File: src/hdl/tcr_regs.svh
// register offsets, field positions, reset values and timing counts
`ifndef TCR_REGS_SVH
`define TCR_REGS_SVH

// scratchpad byte offsets
`define TCR_SP_TEMP_LSB   3'h0
`define TCR_SP_TEMP_MSB   3'h1
`define TCR_SP_TH         3'h2
`define TCR_SP_TL         3'h3
`define TCR_SP_CFG        3'h4

// configuration byte: resolution field and fixed bits
`define TCR_CFG_RES_LSB   5
`define TCR_CFG_RES_MSB   6
`define TCR_CFG_FIXED     5'h1F

// reset values
`define TCR_TEMP_RST      16'h0550
`define TCR_TH_RST        8'h4B
`define TCR_TL_RST        8'h46
`define TCR_RES_RST       2'h3

// function commands
`define TCR_CMD_CONVERT   8'h44

// timing: longest full-resolution conversion
`define TCR_CLK_MHZ       250
`define TCR_CONV_MS       750
`define TCR_CONV_CYC      (`TCR_CONV_MS * `TCR_CLK_MHZ * 1000)

`endif

File: src/hdl/tcr_pkg.sv
// types shared by the temperature conversion readout
package tcr_pkg;

    typedef enum logic [1:0] {
        TCR_RES_9  = 2'h0,
        TCR_RES_10 = 2'h1,
        TCR_RES_11 = 2'h2,
        TCR_RES_12 = 2'h3
    } tcr_res_t;

    typedef enum logic [0:0] {
        TCR_IDLE = 1'b0,
        TCR_CONV = 1'b1
    } tcr_state_t;

    typedef struct packed {
        logic       wr;
        logic [2:0] addr;
        logic [7:0] data;
    } tcr_sp_wr_t;

    typedef struct packed {
        logic [15:0] temp;
        logic [7:0]  th;
        logic [7:0]  tl;
        logic [7:0]  cfg;
    } tcr_sp_view_t;

endpackage

File: src/hdl/tcr_readout.sv
// conversion control and result formatting of the thermometer
`timescale 1ns/1ps
`include "tcr_regs.svh"

// How it works
// - resolutions 9 to 12 bits give steps of 0.5 down to 0.0625 C
// - resolution is twelve bits after power-up until configured
// - power-up lands in idle; no measurement until commanded
// - command 44h starts a measurement and conversion
// - a finished conversion stores the temperature and returns to idle
// - externally supplied: read slots return 0 while busy, 1 when done
// - temperature is a 16-bit sign-extended two's complement value
// - sign bits are 0 for positive and 1 for negative temperatures
// - lower resolutions leave bit 0, bits 1..0 or bits 2..0 undefined
// - scratchpad exposes upper, lower threshold and configuration bytes
// - thresholds and configuration are retained as nonvolatile contents; here reset reloads fixed defaults and writes are lost
// - a twelve-bit conversion completes within 750 ms
// - each device carries a unique 64-bit identification code
// - the data line is only pulled low, never driven high
// - at power-on the temperature register holds plus 85 C
module tcr_readout #(
    parameter int unsigned    CONV_CYC = `TCR_CONV_CYC,
    parameter logic [63:0]    ROM_ID   = 64'h3C5A96E1B4D2870F // arbitrary
) (
    // clock and reset
    input  wire logic                  clk,
    input  wire logic                  nrst,
    // decoded function commands from the slot layer
    input  wire logic                  cmd_valid,
    input  wire logic [7:0]            cmd_code,
    // scratchpad write and read view
    input  wire tcr_pkg::tcr_sp_wr_t   sp_wr,
    output tcr_pkg::tcr_sp_view_t      sp_view,
    // read slot polling and open-drain data line
    input  wire logic                  rd_slot,
    input  wire logic                  slot_end,
    output logic                       dq_out,
    output logic                       dq_oe,
    // supply strap and sensor, busy status and identification code
    input  wire logic                  line_power_storage_capacitor,
    input  wire logic [11:0]           sensor_value,
    output logic                       busy,
    output logic [63:0]                rom_code
);
    import tcr_pkg::*;

    localparam int unsigned CW = $clog2(CONV_CYC + 1);

    logic              rst_s1_q;
    logic              rst_s2_q;
    logic              rstn;
    logic              par_s1_q;
    logic              par_s2_q;
    tcr_state_t        state_q,   state_d;
    logic [CW-1:0]     cnt_q,     cnt_d;
    tcr_res_t          res_q,     res_d;
    tcr_res_t          run_res_q, run_res_d;
    logic [15:0]       temp_q,    temp_d;
    logic [7:0]        th_q,      th_d;
    logic [7:0]        tl_q,      tl_d;
    logic              oe_q,      oe_d;
    logic              start;
    logic              done;
    logic [1:0]        shift;
    logic [15:0]       result;

    // reset release through two flip-flops
    always_ff @(posedge clk or negedge nrst) begin
        if (!nrst) begin
            rst_s1_q <= 1'b0;
            rst_s2_q <= 1'b0;
        end else begin
            rst_s1_q <= 1'b1;
            rst_s2_q <= rst_s1_q;
        end
    end
    assign rstn = rst_s2_q;

    // supply strap synchroniser
    always_ff @(posedge clk or negedge rstn) begin
        if (!rstn) begin
            par_s1_q <= 1'b0;
            par_s2_q <= 1'b0;
        end else begin
            par_s1_q <= line_power_storage_capacitor;
            par_s2_q <= par_s1_q;
        end
    end

    assign start = cmd_valid && (cmd_code == `TCR_CMD_CONVERT);
    assign done  = (state_q == TCR_CONV) && (cnt_q == '0);
    assign shift = 2'(TCR_RES_12 - run_res_q);
    // sign extend the 12-bit sample, zero the undefined low bits
    assign result = {{4{sensor_value[11]}}, sensor_value}
                  & (16'hFFFF << shift);

    // conversion sequencer
    always_comb begin
        state_d   = state_q;
        cnt_d     = cnt_q;
        run_res_d = run_res_q;
        temp_d    = temp_q;
        case (state_q)
            TCR_IDLE: begin
                if (start) begin
                    state_d   = TCR_CONV;
                    run_res_d = res_q;
                    // duration halves per bit below twelve
                    cnt_d     = CW'((CONV_CYC >> (2'(TCR_RES_12 - res_q)))
                                    - 1);
                end
            end
            TCR_CONV: begin
                // repeated start commands are ignored here
                if (done) begin
                    state_d = TCR_IDLE;
                    temp_d  = result;
                end else begin
                    cnt_d = CW'(cnt_q - 1'b1);
                end
            end
            default: state_d = TCR_IDLE;
        endcase
    end

    always_ff @(posedge clk or negedge rstn) begin
        if (!rstn) begin
            state_q   <= TCR_IDLE;
            cnt_q     <= '0;
            run_res_q <= TCR_RES_12;
            temp_q    <= `TCR_TEMP_RST;
        end else begin
            state_q   <= state_d;
            cnt_q     <= cnt_d;
            run_res_q <= run_res_d;
            temp_q    <= temp_d;
        end
    end

    // scratchpad threshold and configuration bytes
    always_comb begin
        th_d  = th_q;
        tl_d  = tl_q;
        res_d = res_q;
        if (sp_wr.wr) begin
            case (sp_wr.addr)
                `TCR_SP_TH:  th_d = sp_wr.data;
                `TCR_SP_TL:  tl_d = sp_wr.data;
                `TCR_SP_CFG: res_d = tcr_res_t'(
                    sp_wr.data[`TCR_CFG_RES_MSB:`TCR_CFG_RES_LSB]);
                default: ;
            endcase
        end
    end

    // reset loads the fixed default threshold and configuration values
    always_ff @(posedge clk or negedge rstn) begin
        if (!rstn) begin
            th_q  <= `TCR_TH_RST;
            tl_q  <= `TCR_TL_RST;
            res_q <= tcr_res_t'(`TCR_RES_RST);
        end else begin
            th_q  <= th_d;
            tl_q  <= tl_d;
            res_q <= res_d;
        end
    end

    // polling answer: pull low while converting unless line powered, release when done
    always_comb begin
        oe_d = oe_q;
        if (slot_end) begin
            oe_d = 1'b0;
        end
        if (rd_slot) begin
            oe_d = (state_q == TCR_CONV) && !par_s2_q;
        end
    end

    always_ff @(posedge clk or negedge rstn) begin
        if (!rstn) begin
            oe_q <= 1'b0;
        end else begin
            oe_q <= oe_d;
        end
    end

    assign dq_out   = 1'b0;
    assign dq_oe    = oe_q;
    assign busy     = (state_q == TCR_CONV);
    assign rom_code = ROM_ID;
    assign sp_view  = '{temp: temp_q, th: th_q, tl: tl_q,
                        cfg: {1'b0, res_q, `TCR_CFG_FIXED}};

    logic cfg_seen_q;
    always_ff @(posedge clk or negedge rstn) begin
        if (!rstn) begin
            cfg_seen_q <= 1'b0;
        end else if (sp_wr.wr && sp_wr.addr == `TCR_SP_CFG) begin
            cfg_seen_q <= 1'b1;
        end
    end
endmodule

File: config.mk
export PLATFORM = sky130hd
export DESIGN_NAME = tcr_readout
export DESIGN_NICKNAME = d
export VERILOG_FILES = /design/src/hdl/tcr_pkg.sv /design/src/hdl/tcr_readout.sv
export VERILOG_INCLUDE_DIRS = /design/src /design/src/hdl
export SDC_FILE = /design/constraint.sdc
export NUM_CORES = 1
export LEC_CHECK = 0
export BUFFER_PORTS_ARGS = -buffer_cell sky130_fd_sc_hd__buf_4
export CORE_ASPECT_RATIO = 1.2
export CORE_MARGIN = 10
export CORE_UTILIZATION = 40
export DETAILED_ROUTE_END_ITERATION = 8
export PLACE_DENSITY = 0.65
export SETUP_SLACK_MARGIN = 0.2
export SLEW_MARGIN = 5
export SYNTH_ARGS = -nofsm -noshare
export SYNTH_HDL_FRONTEND = slang
export SYNTH_SLANG_ARGS = --single-unit
File: constraint.sdc
create_clock -name clk -period 5.48 [get_ports clk]
set_input_delay 1.096 -clock clk [delete_from_list [all_inputs] [get_ports clk]]
set_output_delay 1.096 -clock clk [all_outputs]
set_load 0.1 [all_outputs]
Word-level counts from Yosys, hierarchy flattened
Index checks and enable logic that the tools add are counted.
{"block": "op_classes", "addsub": 4, "mul": 0, "div_mod_pow": 0, "order_cmp": 0, "n_eq_ne": 6, "shift": 2, "muxes": 8, "bitwise": 2, "reduce_logical": 12}
{"cell": "two-way mux 28 bit", "n": 2}
{"cell": "case mux 28 bit (2 select lines)", "n": 1}
{"cell": "subtractor 28 x 1 -> 28 bit, second input constant", "n": 2}
{"cell": "zero test 28 bit", "n": 1}
{"cell": "right shift 28 x 2 -> 28 bit, first input constant", "n": 1}
{"cell": "AND 16 bit", "n": 1}
{"cell": "<< shifter 16 x 2 -> 16 bit, first input constant", "n": 1}
{"cell": "AND reduction 2 bit", "n": 6}
{"cell": "== test 8 x 7 -> 1 bit, second input constant", "n": 1}
{"cell": "== test 3 x 2 -> 1 bit, second input constant", "n": 2}
{"cell": "two-way mux 1 bit", "n": 4}
{"cell": "inequality test 2 bit, second input constant", "n": 2}
{"cell": "subtractor 2 bit, first input constant", "n": 2}
{"cell": "== test 3 bit, second input constant", "n": 1}
{"cell": "logical AND 1 bit", "n": 3}
{"cell": "case mux 1 bit (2 select lines)", "n": 1}
{"cell": "nonzero test 2 bit", "n": 1}
{"cell": "zero test 1 bit", "n": 1}
{"cell": "inverter 1 bit", "n": 1}
{"block": "totals", "reg_bits": 70, "latchBits": 0, "mem_bits_rw": 0, "rom_bits": 0, "in_bits": 38, "out_inout_bits": 107, "elab_cells": 46, "memories": 0}

Depth between registers and ports, before layout
Gate-level depths: netlist of the first run.
{"block": "depth", "word_depth": 5, "ltp_mapped": 14, "depth_no_buf": 8}

Worst setup path before layout of the first run
Ideal clock, no wire load.
{"block": "synth_timing", "path_kind": "register -> register", "startpoint": "register state_q (netlist: busy)", "endpoint": "register cnt_q[14]", "arrival_ns": 3.796, "t_required_ns": 5.376, "path_slack_ns": 1.580, "stages_incl_launch_ff": 15, "n_path_buf": 6, "period_less_slack_ns": 3.900, "cell_sequence": "dfrtp_1 -> buf_6 -> buf_6 -> buf_4 -> buf_2 -> clkbuf_1 -> buf_1 -> nand2_1 -> ha_1 -> nor2b_1 -> and3_1 -> o221ai_2 -> a21oi_1 -> mux2_2 -> a221oi_1"}
{"block": "synth_via", "elab_chain_cells": 3}
{"element": "from (decl)", "line": "tcr_readout.sv:54", "source": "tcr_state_t state_q, state_d;"}
{"element": "from (signal assigned)", "line": "tcr_readout.sv:133", "source": "state_q <= state_d;"}
{"element": "logical AND 1 bit or inverter 1 bit (tied branches)"}
{"element": "inequality test 2 bit (no source line)"}
{"element": "AND reduction 2 bit (no source line)"}
{"element": "to (signal assigned)", "line": "tcr_readout.sv:134", "source": "cnt_q <= cnt_d;"}
{"element": "to (decl)", "line": "tcr_readout.sv:55", "source": "logic [CW-1:0] cnt_q, cnt_d;"}
Parallel ways exist; a longest one is shown, timed or not.
A chain may end at the register's enable or synchronous reset.

Final worst setup path of the first run
{"block": "layout_timing", "startpoint": "register res_q[1]", "endpoint": "register cnt_q[24]"}
{"block": "layout_via", "elab_chain_cells": 5}
{"element": "from (decl)", "line": "tcr_readout.sv:56", "source": "tcr_res_t res_q, res_d;"}
{"element": "from (signal assigned)", "line": "tcr_readout.sv:161", "source": "res_q <= tcr_res_t'(`TCR_RES_RST);"}
{"element": "from (signal assigned)", "line": "tcr_readout.sv:165", "source": "res_q <= res_d;"}
{"element": "subtractor 2 bit", "line": "tcr_readout.sv:109", "source": "cnt_d = CW'((CONV_CYC >> (2'(TCR_RES_12 - res_q)))"}
{"element": "right shift 28 x 2 -> 28 bit", "line": "tcr_readout.sv:109"}
{"element": "subtractor 28 x 1 -> 28 bit", "line": "tcr_readout.sv:110", "source": "- 1);"}
{"element": "two-way mux 28 bit", "line": "tcr_readout.sv:105", "source": "if (start) begin"}
{"element": "case mux 28 bit (2 select lines)", "line": "tcr_readout.sv:103", "source": "case (state_q)"}
No other way between the ends. The select of a mux whose other input is x is not followed.

==> results of run 1 <==
==> final timing paths <==
kind	from	end	slack, ns	cells past startpoint
worst max-delay path	res_q[1]	cnt_q[24]	2.25	8
worst min-delay path	rst_s2_q	tl_q[5]	0.26	0
worst max register to register	res_q[1]	cnt_q[24]	2.25	8
worst min register to register	rst_s2_q	tl_q[5]	0.26	0
max in group asynchronous	rst_s2_q	busy	4.27	1
min in group clk	rst_s1_q	rst_s2_q	0.35	0
==> cells in the final DEF, fill, tap and decap left out, drive strengths merged, types with 15 or more instances in the layout <==
cell type,netlist,routed
dfrtp,51,51
nand2,56,56
conb,2,72
nor2,26,26
mux2,20,20
a21oi,16,16
dfstp,15,15
buf,86,77
o21ai,20,20
==> power by group through the flow <==
stage	sequential, uW	combinational, uW	clock [uW]
after floorplan	789	331	0
after global placement	563	619	0
after detailed placement	566	622	0
after CTS	557	623	592
after global routing	563	645	615
final	557	624	577
==> state kept, by name, summed over array words and instances, names as in the netlist <==
register,count
tl_q,8
busy,1
run_res_q,2
par_s2_q,1
cnt_q,28
par_s1_q,1
res_q,2
rst_s1_q,1
th_q,8
rst_s2_q,1
temp_q,12
dq_oe,1
==> cell type report <==
| class | instances | area (sq um) |
|---|---|---|
| clock buffer | 10 | 239.0 |
| clock inverter | 6 | 65.06 |
| fill | 1033 | 5909 |
| inverter | 9 | 33.78 |
| multi-input combinational | 375 | 2372 |
| sequential | 66 | 1673 |
| tap | 132 | 165.2 |
| timing repair buffer | 77 | 578.1 |
==> routing by layer <==
layer	track usage [%]	wire length, microns
met4	6.190	291
met5	0	0
met3	3.307	1014
met2	25.01	6036
met1	16.88	4452
==> per-stage QoR <==
stage / hold WS, ns / setup WS, ns
3_3_place_gp: 0.2640 / 2.283
3_5_place_dp: 0.2764 / 2.220
4_1_cts: 0.2813 / 2.311
5_1_grt: 0.3095 / 2.029
2_1_floorplan: 0.3312 / 1.580
6_report: 0.2557 / 2.255
==> worst max-delay path: cells and delay by family, from the launching register on <==
kind                     cells  cell delay (ns)
AND/OR/NAND/NOR              2             0.79
adder cells (fa/ha/maj)      1             0.52
AO/OA/AOI/OAI                4             0.93
buffers and inverters        1             0.31
flip-flops                   1             0.60
==> cells by family (layout without fill, tap and decap cells) <==
family                   Yosys count  in the layout  synth area share [%]
other                              2             72                0.1672
flip-flops                        66             66                 37.19
AND/OR/NAND/NOR                  155            155                 18.02
AO/OA/AOI/OAI                     95             95                 16.46
multiplexers                      24             24                 5.905
buffers and inverters            107            102                 15.85
XOR/XNOR                          20             20                 3.900
adder cells (fa/ha/maj)            9              9                 2.507
==> out/metrics.cfg, run 1 <==
[clocking]
cts_made_buffers = 9
post_cts_buffers = 0
clock-sinks = 66
cts.hold.buffers_added = 0
clkTransAtPathRegs_ns = 0.06
cts_tree = done
clk_latency_ns = 0.33
htree_levels = 3
root_buffer = clkbuf_16
clock_path_buffers = 2
cts_resized = 0

[logic_synthesis]
synth_edf_count = 0
yosysMostFrequentCell = buf_4
async_flop_share_pct = 100.0
yosysWarnings = 0
synth_top_area_share_pct = 28.41
syn_inst = 478
syn_area_per_cell_sq_um = 9.397
seq_area_frac_synth_pct = 37.19
ys.flop_type = dfrtp_1
synth_cell_types = 73
yosysTopAreaCell = dfrtp_1
synth_area_sq_mm = 0.004492
ys_ff_latch = 66
synth_area_leaders = dfrtp_1, buf_4, dfstp_2
netlist_top_cells_count = buf_4, nand2_1, dfrtp_1, nor2_1, mux2_2

[critical_path]
worstSetupPathType = reg -> reg
crit_fanout = 10
start_kind = flip-flop
setup.worst_path.end_class = flip-flop
crit_slowest_cell = dfstp_2
critPathRequiredTime_ns = 5.73
path_cells = clkinv_1, ha_1, or3b_1, a222oi_1, o21ai_0, a21o_1, or4_1, o211ai_1
cpPeakStageDelay_ns = 0.60
worstPathArrival_ns = 3.48

[run]
drv_cap = 0

[grt]
grt-ovfl-total = 0
grt_usage_pct = 14.56
grt_pass1_wl_mm = 18.51
first_global_vias = 3609
grt_antenna_before_repair = 0
grt_max_degree = 44

[layout]
drive_above_1_share_pct = 27.07
diodes = 0
finalNetCount = 585
fin_area_sq_mm = 0.005126
fin_util_pct = 46.45
syn2layout_area_growth_pct = 14.12
stdcell_count = 675

[timing]
relSlewSlack_pct = 48.16
setup_viol = 0
period_share_pct = 58.85
drv_slew = 0
max_freq_mhz = 310.1
finalWorstPathRequiredPeriod_ns = 3.225
grt_setup_unrepaired = no
skew_ns = 0.007450
tightest_slew_ns = 0.7712
tns_ns = 0
hold_violations = 0

[pwr]
p_int_uw = 995.6
combPwrFrac_pct = 35.5
ir_worst_vdd_v = 0.0003189
p_leak_uw = 0.002194
netSwitchingFraction_pct = 43.39
p_clk_share_pct = 32.8
p_sw_uw = 763.2
pwr-share-seq_pct = 31.7
total_power_uw = 1759
power_density_mw_per_mm2 = 343.1

[die]
floorplan.initialDensity_pct = 40.70
core_sq_mm = 0.01104
die_h_microns = 136.1
die-area_sq_mm = 0.01589
ios = 145
fp.dieW_microns = 116.7
num_rows = 42

[routing]
ant_nets = 0
dr.pass1.iters = 5
vias = 3587
drc = 0
wl_per_cell_microns = 17.47
wirelength_mm = 11.80
drtIter0Drc = 248
via_per_inst = 5.314

[outcome]
status = completed

[placed_design]
dpl_cell_area_sq_mm = 0.004822
place_congestion = 0.9198
dp_hpwl_mm = 8.886
io_buffers = 73
dp_cells = 659

[worst_hold_path]
min-delay-path-class = reg -> async

(Power assumes the default switching activity.)
==> run 2, diff against run 1 <==
- clock period: 5.48 -> 3 ns (I/O delays scaled with it)
==> out/metrics.cfg, run 2 (synthesized netlist as in run 1, its figures left out) <==
[clocking]
clock-sinks = 66  ; unchanged
root_buffer = clkbuf_16
cts_made_buffers = 9  ; unchanged
cts_tree = done
clk_latency_ns = 0.33  ; about the same
clock_path_buffers = 2  ; unchanged
clkTransAtPathRegs_ns = 0.06  ; about the same
htree_levels = 3  ; unchanged

[timing]
finalWorstPathRequiredPeriod_ns = 2.734  ; -0.4913 ns
grt_setup_unrepaired = yes
period_share_pct = 91.13  ; +32 points
relSlewSlack_pct = 43.89  ; -4.3 points
tns_ns = 0  ; unchanged
max_freq_mhz = 365.8  ; +18%
skew_ns = 0.01058  ; +0.003127 ns
drv_slew = 0  ; unchanged
tightest_slew_ns = 0.8417  ; +0.07052 ns
hold_violations = 0  ; unchanged
setup_viol = 0  ; unchanged

[pwr]
p_sw_uw = 1437  ; +88%
combPwrFrac_pct = 36.2  ; +0.7 points
p_leak_uw = 0.002334  ; +6.4%
pwr-share-seq_pct = 30.3  ; -1.4 points
power_density_mw_per_mm2 = 620.3  ; +81%
ir_worst_vdd_v = 0.0005037  ; +58%
p_int_uw = 1941  ; +95%
netSwitchingFraction_pct = 42.55  ; -0.84 points
p_clk_share_pct = 33.5  ; +0.7 points

[layout]
top_register = cnt_q
drive_above_1_share_pct = 32.98  ; +5.9 points
finalNetCount = 609  ; +4.1%
stdcell_count = 699  ; +3.6%
final_cell_mix = buf_4, conb_1, nand2_1
layout_commonest_cell = buf_4
largest_register_ff_count = 28  ; unchanged
diodes = 0  ; unchanged
syn2layout_area_growth_pct = 21.25
top_regs = cnt_q: 28 flops, temp_q: 12 flops

[critical_path]
critPathBufInv = 1  ; unchanged
worstPathArrival_ns = 2.98  ; -0.50 ns
critPathRequiredTime_ns = 3.25  ; -2.48 ns
path_cells = clkinvlp_4, ha_4, or3b_1, a222oi_1, o21ai_1, a21o_1, or4_1, o211ai_1
crit_fanout = 7  ; -3
cpPeakStageDelay_ns = 0.66  ; +0.06 ns
critical_path.top_delay_family = compound AO/OA/AOI/OAI gates
worstSetupPathType = reg -> reg
start_kind = flip-flop
setup.worst_path.end_class = flip-flop
crit_slowest_cell = dfstp_4

[die]
core_sq_mm = 0.01104  ; unchanged
die-area_sq_mm = 0.01589  ; unchanged
num_rows = 42  ; unchanged
fp.dieW_microns = 116.7  ; unchanged
floorplan.initialDensity_pct = 40.70  ; unchanged
die_h_microns = 136.1  ; unchanged
ios = 145  ; unchanged

[routing]
drc = 0  ; unchanged
via_per_inst = 5.246  ; -1.3%
wl_per_cell_microns = 17.46  ; about the same
ant_nets = 0  ; unchanged
dr.pass1.iters = 4  ; -1
wirelength_mm = 12.21  ; +3.5%
vias = 3667  ; +2.2%
drtIter0Drc = 205  ; -17%

[grt]
grt-ovfl-total = 0  ; unchanged
grt_usage_pct = 14.67  ; +0.11 points
grt_max_degree = 40  ; -9.1%
grt_pass1_wl_mm = 18.64  ; +0.75%
first_global_vias = 3629  ; +0.55%
grt_antenna_before_repair = 0  ; unchanged

[outcome]
status = completed

[placed_design]
dp_hpwl_mm = 9.121  ; +2.6%
dp_cells = 673  ; +2.1%
place_congestion = 0.9216  ; +0.20%
io_buffers = 73  ; unchanged

[run]
drv_cap = 0  ; unchanged

[worst_hold_path]
min-delay-path-class = in -> async

-- run 2: worst register-to-register path, delay by kind of cell, from the launching register on --
| family | cells | cell delay, ns |
|---|---|---|
| compound gates | 4 | 0.82 |
| fa+ha+maj | 1 | 0.25 |
| simple gates | 2 | 0.76 |
| buf+inv | 1 | 0.16 |
| flops | 1 | 0.66 |
-- run 2: final cells by class --
type | count | area (sq um)
clock buffers | 10 | 229.0
clock inverters | 6 | 91.34
fillers | 1025 | 5589
inverters | 9 | 42.54
multi-input cells | 375 | 2480
flip-flops and latches | 66 | 1680
well taps | 132 | 165.2
repair buffers | 101 | 758.2
-- run 2: what timing repair did --
action,in CTS,in global routing
gates resized for setup,0,6
setup buffers,4,6
pin swaps,2,4
hold buffers,0,0
endpoints found under the setup margin,6,13
-- run 2: power by group through the flow --
stage               Sequential (uW)  Combinational (uW)  Clock [uW]
finish                         1020                1220        1130
floorplan                      1450                 626           0
global route                   1040                1250        1200
CTS                            1030                1180        1160
detailed placement             1040                1170           0
global placement               1040                1170           0
-- run 2: path summary, 6_finish.rpt --
check	cells after the start	startpoint	endpoint	slack (ns)
worst max register to register	8	res_q[0]	cnt_q[24]	0.27
worst min-delay path	1	nrst	rst_s2_q	0.05
worst max-delay path	8	res_q[0]	cnt_q[24]	0.27
min in group clk	0	par_s1_q	par_s2_q	0.35
worst min register to register	0	par_s1_q	par_s2_q	0.35
max in group asynchronous	1	rst_s2_q	run_res_q[1]	1.84
-- run 2: stage by stage --
| step | total power (uW) | instance area, sq um | util [%] | worst slack (ns) | hold slack (ns) |
|---|---|---|---|---|---|
| finish | 3378 | 5446 | 49.35 | 0.2661 | 0.04538 |
| floorplan | 2074 | 4913 | - | -0.02791 | 0.3044 |
| global placement | 2207 | 5026 | 45.54 | 0.2026 | 0.3338 |
| CTS | 3366 | 5376 | 48.72 | 0.2072 | 0.03543 |
| detailed placement | 2216 | 5026 | 45.54 | 0.1348 | 0.3356 |
| global route | 3489 | 5446 | 49.35 | 0.1507 | 0.02895 |
-- run 2: routing by layer --
layer / routed length [microns] / global-route usage [%] / part of all wire [%] / up-vias
li1: - / - / - / 1723
met1: 4771 / 16.78 / 39 / 1778
met2: 6359 / 25.45 / 52 / 148
met3: 858 / 3.439 / 7.0 / 18
met4: 216 / 6.121 / 1.8 / 0
met5: 0 / 0 / 0 / -
